### src/include/bmst_pkg.sv
// package: constants, types and helpers of the buffer memory self-test block
// Contract
// a running test writes every location of the 8-Kbyte buffer
// host starts a test only after reset or once traffic hardware is free
// host keeps dma_start, receive_enable and transmit_request clear during a test
// control, fill seed and split high/low result checksum registers are provided
// seed is the literal pattern or the random generator start, per mode
// control bits 3:2 pick fill: 00 random, 01 address, 10 shift; 11 reserved
// shift mode rotates the seed left by control bits 7:5 after each write
// control bit 4 set swaps the buffer ports of self-test and DMA
// bit 0 starts a test and reads one while filling, zero otherwise
// no fill happens unless test mode enable, control bit 1, is set
// start/busy bit clears itself when fill and checksum are done
// on completion the computed checksum loads into the result register pair
// address fill stores the low address byte in each location
// random fill uses an LFSR from the seed; final state stays in seed
// host clearing start/busy mid-fill stops writing and returns to idle
package bmst_pkg;
    localparam int BMST_ADDR_W = 13;
    localparam logic [12:0] BMST_LAST_ADDR = 13'h1fff;
    // register byte offsets on the bus
    localparam logic [7:0] BMST_OFF_CTRL = 8'h00;
    localparam logic [7:0] BMST_OFF_SEED = 8'h04;
    localparam logic [7:0] BMST_OFF_CSUM_LO = 8'h08;
    localparam logic [7:0] BMST_OFF_CSUM_HI = 8'h0c;
    localparam logic [7:0] BMST_OFF_IRQ_STAT = 8'h10;
    localparam logic [7:0] BMST_OFF_IRQ_MASK = 8'h14;
    // control field positions
    localparam int BMST_BIT_START = 0;
    localparam int BMST_BIT_TME = 1;
    localparam int BMST_MODE_LSB = 2;
    localparam int BMST_BIT_PSEL = 4;
    localparam int BMST_SHIFT_LSB = 5;
    // fill modes
    localparam logic [1:0] BMST_MODE_RANDOM = 2'h0;
    localparam logic [1:0] BMST_MODE_ADDR = 2'h1;
    localparam logic [1:0] BMST_MODE_SHIFT = 2'h2;
    localparam logic [1:0] BMST_MODE_RSVD = 2'h3;
    // interrupt status bits
    localparam int BMST_IRQ_DONE = 0;
    localparam int BMST_IRQ_ABORT = 1;
    // reset values
    localparam logic [7:0] BMST_CTRL_RST = 8'h00;
    localparam logic [7:0] BMST_SEED_RST = 8'h00;
    localparam logic [15:0] BMST_CSUM_RST = 16'h0000;
    localparam logic [1:0] BMST_IRQ_RST = 2'h0;

    typedef enum logic {BMST_IDLE, BMST_FILL} bmst_state_type;

    typedef struct packed {
        logic en;
        logic we;
        logic [12:0] addr;
        logic [7:0] wdata;
    } bmst_port_type;

    localparam bmst_port_type BMST_PORT_IDLE = '{en: 1'b0, we: 1'b0, addr: 13'h0000, wdata: 8'h00};

    // galois-free fibonacci step, taps 8,6,5,4; zero stays zero
    function automatic logic [7:0] bmst_lfsr_step(input logic [7:0] s);
        return {s[6:0], s[7] ^ s[5] ^ s[4] ^ s[3]};
    endfunction

    function automatic logic [7:0] bmst_rotl(input logic [7:0] s, input logic [2:0] n);
        logic [15:0] d;
        d = {s, s} << n;
        return d[15:8];
    endfunction

    // ones-complement add with end-around carry
    function automatic logic [15:0] bmst_ones_add(input logic [15:0] a, input logic [15:0] b);
        logic [16:0] t;
        t = {1'b0, a} + {1'b0, b};
        return t[15:0] + {15'h0000, t[16]};
    endfunction
endpackage

### src/rtl/bmst_pattern.sv
// fill byte generator and seed update for each fill mode
`timescale 1ns/100ps
module bmst_pattern
    import bmst_pkg::*;
(
    input wire logic [1:0] mode, // fill mode
    input wire logic [2:0] shift, // rotate amount
    input wire logic [7:0] seed, // current seed state
    input wire logic [7:0] addr_lo, // low address byte
    output logic [7:0] fill_byte, // byte to write
    output logic [7:0] seed_next // seed after this write
);
    always_comb begin
        fill_byte = seed;
        seed_next = seed;
        unique case (mode)
            BMST_MODE_RANDOM: seed_next = bmst_lfsr_step(seed);
            BMST_MODE_ADDR: fill_byte = addr_lo;
            BMST_MODE_SHIFT: seed_next = bmst_rotl(seed, shift);
            default: fill_byte = seed;
        endcase
    end
endmodule

### src/rtl/bmst_cksum.sv
// running 16-bit ones-complement checksum over written bytes
`timescale 1ns/100ps
module bmst_cksum
    import bmst_pkg::*;
(
    input wire logic ref_clk, // main clock
    input wire logic rst_n, // sync reset, active low
    input wire logic clear, // restart the sum
    input wire logic valid, // byte written this cycle
    input wire logic odd, // byte is the low half of a word
    input wire logic [7:0] data, // byte written
    output logic [15:0] total // final checksum including this odd byte
);
    logic [15:0] acc_reg, acc_next;
    logic [7:0] hi_reg, hi_next;

    always_comb begin
        acc_next = acc_reg;
        hi_next = hi_reg;
        if (clear) begin
            acc_next = 16'h0000;
            hi_next = 8'h00;
        end else if (valid && !odd) begin
            hi_next = data;
        end else if (valid) begin
            acc_next = bmst_ones_add(acc_reg, {hi_reg, data});
        end
    end

    // even byte count, so the final word is always complete
    assign total = ~bmst_ones_add(acc_reg, {hi_reg, data});

    always_ff @(posedge ref_clk) begin
        if (!rst_n) begin
            acc_reg <= 16'h0000;
            hi_reg <= 8'h00;
        end else begin
            acc_reg <= acc_next;
            hi_reg <= hi_next;
        end
    end
endmodule

### src/rtl/bmst_top.sv
// self-test controller for the dual-port packet buffer, wishbone register slave
//
// Added by the designer: the Wishbone slave port and the register offsets.
`timescale 1ns/100ps
module bmst_top
    import bmst_pkg::*;
(
    input wire logic ref_clk, // main clock
    input wire logic rst_n, // sync reset, active low
    input wire logic wb_cyc_i, // bus cycle
    input wire logic wb_stb_i, // bus strobe
    input wire logic wb_we_i, // write enable
    input wire logic [7:0] wb_adr_i, // byte address
    input wire logic [3:0] wb_sel_i, // byte lanes
    input wire logic [31:0] wb_dat_i, // write data
    output logic [31:0] wb_dat_o, // read data
    output logic wb_ack_o, // acknowledge
    input wire bmst_port_type dma_port_i, // dma engine buffer request
    output bmst_port_type port_a_o, // buffer port a
    output bmst_port_type port_b_o, // buffer port b
    input wire logic [7:0] port_a_rdata, // port a read data
    input wire logic [7:0] port_b_rdata, // port b read data
    output logic [7:0] dma_rdata_o, // read data routed to dma
    output logic irq_o // level interrupt
);
    bmst_state_type state_reg, state_next;
    logic [7:0] ctrl_reg, ctrl_next;
    logic [7:0] seed_reg, seed_next;
    logic [15:0] csum_reg, csum_next;
    logic [12:0] addr_reg, addr_next;
    bmst_port_type bist_reg, bist_next;
    logic [1:0] irq_stat_reg, irq_stat_next;
    logic [1:0] irq_mask_reg, irq_mask_next;
    logic ack_reg, ack_next;
    logic [31:0] dat_reg, dat_next;

    logic busy, req, wr_fire, rd_take, lane0;
    logic start_ok, abort, last;
    logic [7:0] fill_byte, seed_step, ctrl_rd;
    logic [15:0] csum_total;
    logic [1:0] mode;

    assign busy = (state_reg == BMST_FILL);
    assign mode = ctrl_reg[BMST_MODE_LSB +: 2];
    assign req = wb_cyc_i && wb_stb_i;
    // write lands on the edge at which the master samples ack
    assign wr_fire = req && ack_reg && wb_we_i;
    assign rd_take = req && !ack_reg;
    assign lane0 = wb_sel_i[0];
    assign ctrl_rd = {ctrl_reg[7:1], busy};

    bmst_pattern u_pattern (
        .mode(mode),
        .shift(ctrl_reg[BMST_SHIFT_LSB +: 3]),
        .seed(seed_reg),
        .addr_lo(addr_reg[7:0]),
        .fill_byte(fill_byte),
        .seed_next(seed_step)
    );

    bmst_cksum u_cksum (
        .ref_clk(ref_clk),
        .rst_n(rst_n),
        .clear(!busy),
        .valid(busy),
        .odd(addr_reg[0]),
        .data(fill_byte),
        .total(csum_total)
    );

    // control writes: start and abort decode
    always_comb begin
        start_ok = 1'b0;
        abort = 1'b0;
        if (wr_fire && lane0 && wb_adr_i == BMST_OFF_CTRL) begin
            start_ok = !busy && wb_dat_i[BMST_BIT_START] && wb_dat_i[BMST_BIT_TME]
                && wb_dat_i[BMST_MODE_LSB +: 2] != BMST_MODE_RSVD;
            abort = busy && (!wb_dat_i[BMST_BIT_START] || !wb_dat_i[BMST_BIT_TME]);
        end
    end

    assign last = busy && addr_reg == BMST_LAST_ADDR;

    // fill engine
    always_comb begin
        state_next = state_reg;
        ctrl_next = ctrl_reg;
        seed_next = seed_reg;
        csum_next = csum_reg;
        addr_next = addr_reg;
        bist_next = BMST_PORT_IDLE;
        if (wr_fire && lane0 && wb_adr_i == BMST_OFF_CTRL) begin
            if (!busy) begin
                ctrl_next = {wb_dat_i[7:1], 1'b0};
            end else begin
                ctrl_next[BMST_BIT_TME] = wb_dat_i[BMST_BIT_TME];
            end
        end
        // seed is owned by the fill while busy
        if (wr_fire && lane0 && wb_adr_i == BMST_OFF_SEED && !busy) begin
            seed_next = wb_dat_i[7:0];
        end
        unique case (state_reg)
            BMST_IDLE: begin
                if (start_ok) begin
                    state_next = BMST_FILL;
                    addr_next = 13'h0000;
                end
            end
            BMST_FILL: begin
                if (abort) begin
                    state_next = BMST_IDLE;
                end else begin
                    bist_next = '{en: 1'b1, we: 1'b1, addr: addr_reg, wdata: fill_byte};
                    seed_next = seed_step;
                    addr_next = addr_reg + 13'h0001;
                    if (last) begin
                        state_next = BMST_IDLE;
                        csum_next = csum_total;
                    end
                end
            end
        endcase
    end

    // interrupt status, cleared by a read, set wins
    always_comb begin
        irq_stat_next = irq_stat_reg;
        irq_mask_next = irq_mask_reg;
        if (rd_take && !wb_we_i && wb_adr_i == BMST_OFF_IRQ_STAT) begin
            irq_stat_next = 2'h0;
        end
        if (busy && !abort && last) begin
            irq_stat_next[BMST_IRQ_DONE] = 1'b1;
        end
        if (abort) begin
            irq_stat_next[BMST_IRQ_ABORT] = 1'b1;
        end
        if (wr_fire && lane0 && wb_adr_i == BMST_OFF_IRQ_MASK) begin
            irq_mask_next = wb_dat_i[1:0];
        end
    end

    // bus answer: one wait cycle, unmapped reads return zero
    always_comb begin
        ack_next = req && !ack_reg;
        dat_next = dat_reg;
        if (rd_take) begin
            unique case (wb_adr_i)
                BMST_OFF_CTRL: dat_next = {24'h000000, ctrl_rd};
                BMST_OFF_SEED: dat_next = {24'h000000, seed_reg};
                BMST_OFF_CSUM_LO: dat_next = {24'h000000, csum_reg[7:0]};
                BMST_OFF_CSUM_HI: dat_next = {24'h000000, csum_reg[15:8]};
                BMST_OFF_IRQ_STAT: dat_next = {30'h00000000, irq_stat_reg};
                BMST_OFF_IRQ_MASK: dat_next = {30'h00000000, irq_mask_reg};
                default: dat_next = 32'h00000000;
            endcase
        end
    end

    always_ff @(posedge ref_clk) begin
        if (!rst_n) begin
            state_reg <= BMST_IDLE;
            ctrl_reg <= BMST_CTRL_RST;
            seed_reg <= BMST_SEED_RST;
            csum_reg <= BMST_CSUM_RST;
            addr_reg <= 13'h0000;
            bist_reg <= BMST_PORT_IDLE;
            irq_stat_reg <= BMST_IRQ_RST;
            irq_mask_reg <= BMST_IRQ_RST;
            ack_reg <= 1'b0;
            dat_reg <= 32'h00000000;
        end else begin
            state_reg <= state_next;
            ctrl_reg <= ctrl_next;
            seed_reg <= seed_next;
            csum_reg <= csum_next;
            addr_reg <= addr_next;
            bist_reg <= bist_next;
            irq_stat_reg <= irq_stat_next;
            irq_mask_reg <= irq_mask_next;
            ack_reg <= ack_next;
            dat_reg <= dat_next;
        end
    end

    // port routing; the swap lets each port see both engines
    always_comb begin
        if (ctrl_reg[BMST_BIT_PSEL]) begin
            port_a_o = dma_port_i;
            port_b_o = bist_reg;
            dma_rdata_o = port_a_rdata;
        end else begin
            port_a_o = bist_reg;
            port_b_o = dma_port_i;
            dma_rdata_o = port_b_rdata;
        end
    end

    assign wb_ack_o = ack_reg;
    assign wb_dat_o = dat_reg;
    assign irq_o = |(irq_stat_reg & irq_mask_reg);

    property p_full_sweep;
        @(posedge ref_clk) disable iff (!rst_n)
        $rose(busy) |-> addr_reg == 13'h0000 ##1 (bist_reg.addr == 13'h0000 || !busy);
    endproperty
    a_full_sweep: assert property (p_full_sweep) else $error("fill did not begin at address zero");

    property p_seed_literal;
        @(posedge ref_clk) disable iff (!rst_n)
        busy && !abort && mode != BMST_MODE_ADDR |=> bist_reg.wdata == $past(seed_reg);
    endproperty
    a_seed_literal: assert property (p_seed_literal) else $error("fill byte is not the seed state");

    property p_rsvd_mode;
        @(posedge ref_clk) disable iff (!rst_n)
        busy |-> mode != BMST_MODE_RSVD;
    endproperty
    a_rsvd_mode: assert property (p_rsvd_mode) else $error("fill running in reserved mode");

    property p_shift;
        @(posedge ref_clk) disable iff (!rst_n)
        busy && !abort && mode == BMST_MODE_SHIFT |=>
            seed_reg == bmst_rotl($past(seed_reg), $past(ctrl_reg[7:5]));
    endproperty
    a_shift: assert property (p_shift) else $error("seed not rotated after write");

    property p_swap;
        @(posedge ref_clk) disable iff (!rst_n)
        ctrl_reg[BMST_BIT_PSEL] |-> port_a_o == dma_port_i && port_b_o == bist_reg;
    endproperty
    a_swap: assert property (p_swap) else $error("ports not swapped");

    property p_busy_read;
        @(posedge ref_clk) disable iff (!rst_n)
        rd_take && !wb_we_i && wb_adr_i == BMST_OFF_CTRL |=> wb_dat_o[0] == $past(busy);
    endproperty
    a_busy_read: assert property (p_busy_read) else $error("start/busy bit misreported");

    property p_enable;
        @(posedge ref_clk) disable iff (!rst_n)
        bist_reg.we |-> ctrl_reg[BMST_BIT_TME];
    endproperty
    a_enable: assert property (p_enable) else $error("fill without test mode enable");

    property p_auto_clear;
        @(posedge ref_clk) disable iff (!rst_n)
        last && !abort |=> !busy && bist_reg.addr == BMST_LAST_ADDR && csum_reg == $past(csum_total);
    endproperty
    a_auto_clear: assert property (p_auto_clear) else $error("completion not taken");

    property p_addr_fill;
        @(posedge ref_clk) disable iff (!rst_n)
        bist_reg.we && mode == BMST_MODE_ADDR |-> bist_reg.wdata == bist_reg.addr[7:0];
    endproperty
    a_addr_fill: assert property (p_addr_fill) else $error("address fill byte wrong");

    property p_random;
        @(posedge ref_clk) disable iff (!rst_n)
        busy && !abort && mode == BMST_MODE_RANDOM |=> seed_reg == bmst_lfsr_step($past(seed_reg));
    endproperty
    a_random: assert property (p_random) else $error("generator did not step");

    property p_abort;
        @(posedge ref_clk) disable iff (!rst_n)
        abort |=> !busy && !bist_reg.we ##1 !bist_reg.we;
    endproperty
    a_abort: assert property (p_abort) else $error("fill continued after cancel");

    property p_csum_hi;
        @(posedge ref_clk) disable iff (!rst_n)
        rd_take && !wb_we_i && wb_adr_i == BMST_OFF_CSUM_HI |=> wb_ack_o && wb_dat_o[7:0] == $past(csum_reg[15:8]);
    endproperty
    a_csum_hi: assert property (p_csum_hi) else $error("checksum high byte misread");
endmodule

### config.mk
export PLATFORM = sky130hd
export DESIGN_NAME = bmst_top
export DESIGN_NICKNAME = d
export VERILOG_FILES = /design/src/include/bmst_pkg.sv /design/src/rtl/bmst_pattern.sv /design/src/rtl/bmst_cksum.sv /design/src/rtl/bmst_top.sv
export SDC_FILE = /design/constraint.sdc
export NUM_CORES = 1
export LEC_CHECK = 0
export BUFFER_PORTS_ARGS = -buffer_cell sky130_fd_sc_hd__buf_2
export CAP_MARGIN = 20
export CELL_PAD_IN_SITES_DETAIL_PLACEMENT = 1
export CELL_PAD_IN_SITES_GLOBAL_PLACEMENT = 1
export CORE_AREA = 2 2 130 132
export CTS_CLUSTER_SIZE = 10
export DETAILED_ROUTE_END_ITERATION = 10
export DIE_AREA = 0 0 132 134
export GPL_TIMING_DRIVEN = 0
export PLACE_DENSITY = 0.95
export SLEW_MARGIN = 20
export SYNTH_ARGS = -nofsm -noshare
export SYNTH_HDL_FRONTEND = slang
export SYNTH_HIERARCHICAL = 1
export SYNTH_SLANG_ARGS = --single-unit
### constraint.sdc
create_clock -name ref_clk -period 9.3 [get_ports ref_clk]
set_input_delay 1.86 -clock ref_clk [delete_from_list [all_inputs] [get_ports ref_clk]]
set_output_delay 1.86 -clock ref_clk [all_outputs]
set_load 0.05 [all_outputs]
== Word level (Yosys, flattened, before mapping) ==
Cells that the tools add are included.
Widths: inputs -> output; s select.

* Output and inout port bits: 88
* Flip-flop bits (word level): 129
* Bits of input ports: 88

* Multiplexer cells: 22
* Bitwise logic cells: 8
* Reductions and logical operators: 37
* Add/sub/neg operators: 3
* Eq/ne operators: 12
* Shift operators: 1

{| class="wikitable"
|+ Operators with widths
! cell !! number
|-
| $mux 23 || 3
|-
| $pmux 8 s6 || 1
|-
| $mux 8 || 5
|-
| $mux 13 || 2
|-
| $pmux 13 s2 || 1
|-
| $logic_and 1x1->1 || 19
|-
| $add 16x16->17 || 1
|-
| $add 16x1->16 || 1
|-
| $eq 8x4->1 const B || 2
|-
| $eq 8x5->1 const B || 2
|-
| $not 16->16 || 1
|-
| $pmux 8 s2 || 1
|-
| $shl 16x3->16 || 1
|-
| $add 13x1->13 const B || 1
|-
| $eq 13x13->1 const B || 1
|-
| $eq 8x3->1 const B || 1
|-
| $logic_not 8->1 || 1
|-
| $logic_not 1->1 || 7
|-
| $mux 1 || 7
|-
| $ne 2x2->1 const B || 3
|-
| $reduce_and 2->1 || 3
|-
| $ne 4x1->1 const B || 1
|-
| $reduce_bool 2->1 || 2
|-
| $not 1->1 || 3
|-
| 11 further kinds || 13
|}

== Longest topological paths before layout ==
Gate-level depths: netlist (run 1).

* Depth in word-level cells: 10
* Mapped depth: 21

== By module ==
The synthesis (run 1) kept the hierarchy.

{| class="wikitable"
|+ Modules (own cells, without submodules)
! module !! area each (um2) !! sequential area each (um2) !! times used !! cells each
|-
| bmst_top || 4,286.6 || 1,601.5 || 1 || 433
|-
| bmst_cksum || 2,205.9 || 480.5 || 1 || 287
|-
| bmst_pattern || 541.8 || 0.0 || 1 || 57
|}

== Worst setup path after synthesis (run 1) ==
Ideal clock, no wire load.

* Path kind: input -> output
* From: input port dma_port_i[21] (netlist bit)
* To: output port port_b_o[21] (netlist bit)
* Cell stages on the path: 2
* Arrival time: 2,965 ps
* Required time: 7,440 ps
* Setup slack: 4,475 ps
* Buffers on the path: 0
* Path through: inv_1 o21ai_0

{| class="wikitable"
|+ RTL lines
! element !! line !! RTL
|-
| start, declared || bmst_top.sv:18 || <nowiki>input wire bmst_port_type dma_port_i,</nowiki>
|-
| end, declared || bmst_top.sv:20 || <nowiki>output bmst_port_type port_b_o,</nowiki>
|}

== Worst setup path in the final report (run 1) ==
* From: register ctrl_reg[2]
* To: register csum_reg[10]

* Word-level cells in the longest chain between the ends: 5

{| class="wikitable"
|+ RTL lines
! element !! line !! RTL
|-
| start, declared || bmst_top.sv:27 || <nowiki>logic [7:0] ctrl_reg, ctrl_next;</nowiki>
|-
| start signal, assigned || bmst_top.sv:175 || <nowiki>ctrl_reg <= ctrl_next;</nowiki>
|-
| $eq 2x1->1 || bmst_pattern.sv:16 || <nowiki>unique case (mode)</nowiki>
|-
| $mux 8 || bmst_pattern.sv:16 ||
|-
| named net fill_byte[7] || bmst_top.sv:39 || <nowiki>logic [7:0] fill_byte, seed_step, ctrl_rd;</nowiki>
|-
| $add 16x16->17 || bmst_pkg.sv:73 || <nowiki>t = {1'b0, a} + {1'b0, b};</nowiki>
|-
| $add 16x1->16 || bmst_pkg.sv:74 || <nowiki>return t[15:0] + {15'h0000, t[16]};</nowiki>
|-
| $not 16->16 || bmst_cksum.sv:31 || <nowiki>assign total = ~bmst_ones_add(acc_reg, {hi_reg, data});</nowiki>
|-
| named net csum_total[10] || bmst_top.sv:40 || <nowiki>logic [15:0] csum_total;</nowiki>
|-
| end signal, assigned || bmst_top.sv:177 || <nowiki>csum_reg <= csum_next;</nowiki>
|-
| end, declared || bmst_top.sv:29 || <nowiki>logic [15:0] csum_reg, csum_next;</nowiki>
|}

The timed path passes the listed nets, and every way through them passes these cells.
A chain may end at the register's enable or synchronous reset.

==> results of run 1 <==
## worst paths after layout
path / from / to / slack [ns] / cells past startpoint
setup / recovery: ctrl_reg[2] / csum_reg[10] / 3.44 / 21
hold / removal: wb_dat_o[4] / wb_dat_o[4] / 0.48 / 1
setup reg to reg: ctrl_reg[2] / csum_reg[10] / 3.44 / 21
hold reg to reg: wb_dat_o[4] / wb_dat_o[4] / 0.48 / 1
## Yosys cell counts (all sizes together), types with 17 or more instances
| master | n |
|---|---|
| nand2 | 49 |
| mux2 | 62 |
| nor2 | 48 |
| o21ai | 27 |
| ha | 19 |
| mux2i | 61 |
| dfxtp | 104 |
| clkbuf | 24 |
| nand3 | 20 |
| nor2b | 28 |
| a22oi | 17 |
| a21oi | 28 |
| buf | 40 |
| and2 | 29 |
## final cells by class
cell class	instances	area, µm²	share of cell area (%)
inverters	15	56.3	0.677
flip-flops and latches	104	2080	25.0
plain buffers	64	379	4.56
well taps	220	275	3.31
repair buffers	123	616	7.40
multi-input cells	617	4610	55.4
clock buffers	12	246	2.96
clock inverters	4	53.8	0.647
## stage by stage
step,worst slack (ns),hold slack [ns],area [µm²],utilization (%),cells
floorplan,4.47,0.440,7120,-,800
global placement,3.87,0.451,8010,49.2,1143
detailed placement,3.62,0.466,8010,49.2,1143
CTS,3.53,0.488,8310,51.0,1159
global route,3.11,0.509,8320,51.1,1159
finish,3.44,0.483,8320,51.1,1159
## routing by layer
metal / global-route usage [%] / up-vias
li1: - / 3134
met1: 28.9 / 3348
met2: 48.2 / 284
met3: 5.63 / 69
met4: 11.2 / 0
met5: 0 / -
## cells by family after synthesis
| logic type | Yosys count |
|---|---|
| and+or+nand+nor | 261 |
| AOI/OAI and AO/OA | 156 |
| muxes | 128 |
| DFF | 104 |
| buffers and inverters | 79 |
| xor gates and xnor gates | 28 |
| adders and majority gates | 20 |
| other | 1 |
## where the power goes
group	internal, mW	switching (mW)
clock	0.217	0.181
sequential	0.445	0.000156
combinational	0.0323	0.0740
==> qor.yml, run 1 <==
status: "complete, no violations"
clk_pin_slew_ns: 0.08
cpMaxStageDelayCell: "dfxtp_1"
cp_top_family: "simple AND/OR/NAND/NOR gates"
layout_commonest_cell: "buf_2"
ys.flop_type: "dfxtp_1"
grtUsageTotal_pct: 26.1
cellLeakagePower_nw: 3.36
antenna_cells: 0
dp_hpwl_um: 18000
crit_type: "flip-flop to flip-flop"
netlist_top_cells_area: "dfxtp_1 (30%), mux2_2 (9.9%), mux2i_1 (8.7%), ha_1 (3.4%), buf_4 (2.7%)"
fillers: 1955
slowest_delay_ns: 0.47
drtIter0Drc: 398
num_io_pins: 176
hold_class: "flip-flop to flip-flop"
drive_above_1_share_pct: 27.7
power.density_mw_per_mm2: 114
cts_buffers: 9
synth_edf_count: 0
insertion_delay_ns: 0.37
rsz0062_at_grt: "false"
first_pass_iters: 7
yosys_warnings: 6
ys_ff_latch: 104
antenna_left: 0
top_layer: "met4"
crit_top_cell: "ha_1"
grt_pass1_vias: 7048
cp-end-kind: "flip-flop"
die_area_mm2: 0.0177
overflow: 0
cts.path.max_buffers: 2
cp.required_ns: 9.60
wl_per_cell_um: 20.4
worstSetupStartpointType: "flip-flop"
grt_pass1_wl_um: 37000
arrival_ns: 6.16
yosys.cell_types.count: 87
post-cts-setup-buffers: 0
final-setup-viol-count: 0
synthXorXnorAreaFrac_pct: 3.49
tightest_slew_ns: 1.03
finalNetCount: 1042
synth.mux.area_fraction_pct: 20.4
met3_length_um: 1390
max-vdd-ir-drop_v: 0.0000894
largest_reg_flops: 22
synth_fa_ha_area_share_pct: 3.66
synth_area_mm2: 0.00703
antenna_found_initial: 0
floorplan.die.height_um: 134
synthCells: 777
io_buffers: 123
tritoncts: "built"
htreeDepth: 3
area_growth_pct: 18.2
cts.sinks: 104
max_freq_mhz: 171
num_rows: 47
initial_core_util_pct: 43.2
fin_skew_ns: 0.0165
finalCritPeriodShare_pct: 63.0
die_w_um: 132
synth_simple_gate_area_share_pct: 20.9
synth_top_cell_by_area: "dfxtp_1"
ys_seq_area_share_pct: 29.6
cts_resized: 0
cts_hold_buf: 0
route.vias.total: 6835
synth_area_per_cell_um2: 9.05
synth-compound-area-share_pct: 15.7
p_total_uw: 949
path_buf_inv: 2
gp_congestion: 0.882
wl_um: 23700
grt_max_degree: 17
wirelength_met1_um: 9330
dr_wl_met2_um: 12200
synth-async-reset-ratio_pct: 0
root_buffer: "clkbuf_16"
core_mm2: 0.0163
worst-path-max-fanout: 10
maxSlewHeadroom_pct: 30.7
report.final.hold_viol_count: 0
final_cell_mix: "buf_2 (128), dfxtp_1 (104), mux2_2 (62), mux2i_1 (61)"
crit_chain: "nor2b_1, clkbuf_1, mux2_2, ha_1, clkbuf_1, and2_1, o21ai_0, a21oi_1, o221ai_1, o21ai_0, a21o_1, ha_1, ha_1, nand2_1, nor3_1, nand4_1, or3_1, o211ai_1, xnor2_1, mux2i_1, nor2b_1"
slew_violations: 0
cap_violations: 0
fin_crit_ns: 5.86
viasPerCell: 5.90
post-route-drc-count: 0
yosysTopAreaCellShare_pct: 29.6
synth_top_family_by_area: "simple AND/OR/NAND/NOR gates"
fin_tns_setup_ns: 0
Power figures use the tool's default switching activity.
==> inputs of run 2 (changes only) <==
--- a/config.mk
+++ b/config.mk
@@ -5,16 +5,17 @@
 export SDC_FILE = /design/constraint.sdc
 export NUM_CORES = 1
 export LEC_CHECK = 0
+export ABC_AREA = 1
 export BUFFER_PORTS_ARGS = -buffer_cell sky130_fd_sc_hd__buf_2
 export CAP_MARGIN = 20
 export CELL_PAD_IN_SITES_DETAIL_PLACEMENT = 1
 export CELL_PAD_IN_SITES_GLOBAL_PLACEMENT = 1
-export CORE_AREA = 2 2 130 132
+export CORE_AREA = 2 2 145 147
 export CTS_CLUSTER_SIZE = 10
 export DETAILED_ROUTE_END_ITERATION = 10
-export DIE_AREA = 0 0 132 134
+export DIE_AREA = 0 0 147 149
 export GPL_TIMING_DRIVEN = 0
-export PLACE_DENSITY = 0.95
+export PLACE_DENSITY = 0.92
 export SLEW_MARGIN = 20
 export SYNTH_ARGS = -nofsm -noshare
 export SYNTH_HDL_FRONTEND = slang
==> constraint.sdc (replaced) <==
create_clock -name ref_clk -period 5.75 [get_ports ref_clk]
set_input_delay 1.15 -clock ref_clk [delete_from_list [all_inputs] [get_ports ref_clk]]
set_output_delay 1.15 -clock ref_clk [all_outputs]
set_load 0.05 [all_outputs]
==> qor.yml, run 2 <==
status: "complete, no violations"  # unchanged
r2r_cells: 27  # was 21
synth_area_mm2: 0.00758  # was 0.00703 mm²
endpoint: "csum_reg[12]"  # was csum_reg[10]
viasPerCell: 5.13  # was 5.90
slowest_delay_ns: 0.47  # about the same
htreeDepth: 3  # unchanged
wl_per_cell_um: 15.6  # was 20.4 µm
antenna_cells: 0  # unchanged
p_total_mw: 1.54  # was 949 µW
num_io_pins: 176  # unchanged
synthCells: 1219  # was 777
crit_top_cell: "nor2_1"  # was ha_1
worstSetupStartpointType: "flip-flop"  # unchanged
grtUsageMet3_pct: 4.28  # was 5.63%
root_buffer: "clkbuf_16"  # unchanged
crit_cells: 27  # was 21
cpMaxStageDelayCell: "dfxtp_1"  # unchanged
cts_buffers: 9  # unchanged
power.density_mw_per_mm2: 172  # was 114 mW/mm²
synth_edf_count: 0  # unchanged
floorplan.die.height_um: 149  # was 134 µm
cp_top_family: "simple AND/OR/NAND/NOR gates"  # unchanged
place_ws_ns: 1.29  # was 3.62 ns
final_area_mm2: 0.00894  # was 0.00832 mm²
netlist_top_cells_area: "dfxtp_1 (27%), nand2_1 (16%), nor2_1 (7.5%), nand3_1 (7.0%), o21ai_0 (6.7%)"  # was dfxtp_1 (30%), mux2_2 (9.9%), mux2i_1 (8.7%), ha_1 (3.4%), buf_4 (2.7%)
finalNetCount: 1485  # was 1042
cts_hold_buf: 0  # unchanged
final_cell_mix: "nand2_1 (332), nor2_1 (152), inv_1 (134), buf_2 (134), nand3_1 (106)"  # was buf_2 (128), dfxtp_1 (104), mux2_2 (62), mux2i_1 (61)
cts.sinks: 104  # unchanged
worst-path-max-fanout: 10  # unchanged
fin_tns_setup_ns: 0  # unchanged
report.final.hold_viol_count: 0  # unchanged
fin_skew_ns: 0.0155  # was 0.0165 ns
num_rows: 53  # was 47
r2r_start: "ctrl_reg[3]"  # was ctrl_reg[2]
synth_area_per_cell_um2: 6.22  # was 9.05 µm²
initial_core_util_pct: 36.9  # was 43.2%
ys_seq_area_share_pct: 27.4  # was 29.6%
drtIter0Drc: 284  # was 398
die_w_um: 147  # was 132 µm
first_pass_iters: 5  # was 7
insertion_delay_ns: 0.37  # about the same
largest_reg_flops: 22  # unchanged
yosysMostFrequentCell: "nand2_1"  # was dfxtp_1
max-vdd-ir-drop_v: 0.000148  # was 0.0000894 V
slew_violations: 0  # unchanged
overflow: 0  # unchanged
yosys.cell_types.count: 45  # was 87
grt_pass1_vias: 8563  # was 7048
antenna_found_initial: 0  # unchanged
synth_top_cell_by_area: "dfxtp_1"  # unchanged
grt_pass1_wl_um: 41700  # was 37000 µm
dp_hpwl_um: 20500  # was 18000 µm
grt_max_degree: 18  # was 17
grt.busiest_layer: "met2"  # unchanged
yosys_warnings: 6  # unchanged
route.vias.total: 8497  # was 6835
rsz0062_at_grt: "false"  # unchanged
ys_ff_latch: 104  # unchanged
arrival_ns: 4.84  # was 6.16 ns
cts.path.max_buffers: 2  # unchanged
gp_congestion: 0.854  # was 0.882
cp.required_ns: 6.00  # was 9.60 ns
fin_crit_ns: 4.59  # was 5.86 ns
cellLeakagePower_nw: 4.23  # was 3.36 nW
synthTopCellsByCount: "nand2_1 (332), nor2_1 (152), inv_1 (134)"  # was dfxtp_1 (104), mux2_2 (62), mux2i_1 (61)
grtUsageTotal_pct: 23.5  # was 26.1%
post-route-drc-count: 0  # unchanged
setup_ws_ns: 1.16  # was 3.44 ns
die_area_mm2: 0.0219  # was 0.0177 mm²
final-setup-viol-count: 0  # unchanged
r2r_slack_ns: 1.16  # was 3.44 ns
clk_pin_slew_ns: 0.08  # about the same
max_freq_mhz: 218  # was 171 MHz
tritoncts: "built"  # unchanged
drive_above_1_share_pct: 20.2  # was 27.7%
cts_resized: 0  # unchanged
io_buffers: 124  # was 123
synth-async-reset-ratio_pct: 0  # unchanged
cp-end-kind: "flip-flop"  # unchanged
dpl-instance-area_mm2: 0.00864  # was 0.00801 mm²
layout_commonest_cell: "nand2_1"  # was buf_2
antenna_left: 0  # unchanged
yosysTopAreaCellShare_pct: 27.4  # was 29.6%
cap_violations: 0  # unchanged
grtUsageMet1_pct: 26.2  # was 28.9%
post-cts-setup-buffers: 0  # unchanged
crit_path_start: "ctrl_reg[3]"  # was ctrl_reg[2]
core_mm2: 0.0206  # was 0.0163 mm²
wl_um: 25900  # was 23700 µm
path_buf_inv: 3  # was 2
area_growth_pct: 17.9  # was 18.2%
finalCritPeriodShare_pct: 79.9  # was 63.0%
tightest_slew_ns: 0.692  # was 1.03 ns
regToRegEndpoint: "csum_reg[12]"  # was csum_reg[10]
ys.flop_type: "dfxtp_1"  # unchanged
maxSlewHeadroom_pct: 53.8  # was 30.7%
crit_type: "flip-flop to flip-flop"  # unchanged
use_met2_pct: 43.9  # was 48.2%
hold_class: "flip-flop to flip-flop"  # unchanged
## run 2: cell count changes after synthesis, sizes merged, moves of 26 or more
| cell | delta |
|---|---|
| a21oi | +26 |
| inv | +136 |
| mux2 | -58 |
| mux2i | -61 |
| nand2 | +309 |
| nand3 | +100 |
| nor2 | +122 |
| nor2b | -28 |
| o21ai | +83 |
## run 2: worst min path at each step
stage | endpoint | cells past startpoint | from
after floorplan | ctrl_reg[1] | 2 | ctrl_reg[1]
after global placement | ctrl_reg[1] | 2 | ctrl_reg[1]
after detailed placement | wb_dat_o[0] | 2 | wb_dat_o[0]
after CTS | wb_dat_o[0] | 2 | wb_dat_o[0]
after global routing | wb_dat_o[2] | 2 | wb_dat_o[2]
final | wb_dat_o[0] | 2 | wb_dat_o[0]
## run 2: power by group
part           switching (mW)  internal, mW  leakage [nW]
clock network           0.296         0.353         0.146
registers            0.000242         0.720         0.837
logic                   0.124        0.0439          3.25
## run 2: through the flow
stage / hold slack [ns] / instances / util (%)
2_1_floorplan: 0.424 / 1242 / -
3_3_place_gp: 0.441 / 1641 / 42.0
3_5_place_dp: 0.456 / 1641 / 42.0
4_1_cts: 0.467 / 1657 / 43.5
5_1_grt: 0.490 / 1657 / 43.5
6_report: 0.468 / 1657 / 43.5
## run 2: final cells by class
cell class | count | area, µm²
fillers | 2844 | 11600
multi-input cells | 917 | 4550
flip-flops and latches | 104 | 2080
repair buffers | 124 | 621
inverters | 155 | 594
plain buffers | 66 | 442
well taps | 275 | 344
clock buffers | 11 | 243
clock inverters | 5 | 63.8
## run 2: tightest hold or removal path: stages, from the launching register on
cell and delay, ns:
dfxtp_1 0.31, nand2_1 0.06, a21oi_1 0.06
## run 2: cells by family (layout without fill, tap and decap cells)
| group | after synthesis | count (layout) | synth area share [%] |
|---|---|---|---|
| AND/OR/NAND/NOR | 679 | 679 | 40.4 |
| buffers and inverters | 221 | 361 | 13.7 |
| AO/OA/AOI/OAI | 180 | 180 | 13.1 |
| flip-flops | 104 | 104 | 27.4 |
| adder cells (fa/ha/maj) | 20 | 20 | 3.40 |
| XOR/XNOR | 10 | 10 | 1.25 |
| multiplexers | 4 | 4 | 0.693 |
| other | 1 | 24 | 0.0494 |
## run 2: routing by layer
| layer | share of wire (%) | routed length (µm) |
|---|---|---|
| met3 | 5.5 | 1430 |
| met4 | 3.3 | 863 |
| met5 | 0 | 0 |
| met2 | 50 | 13100 |
| met1 | 41 | 10600 |
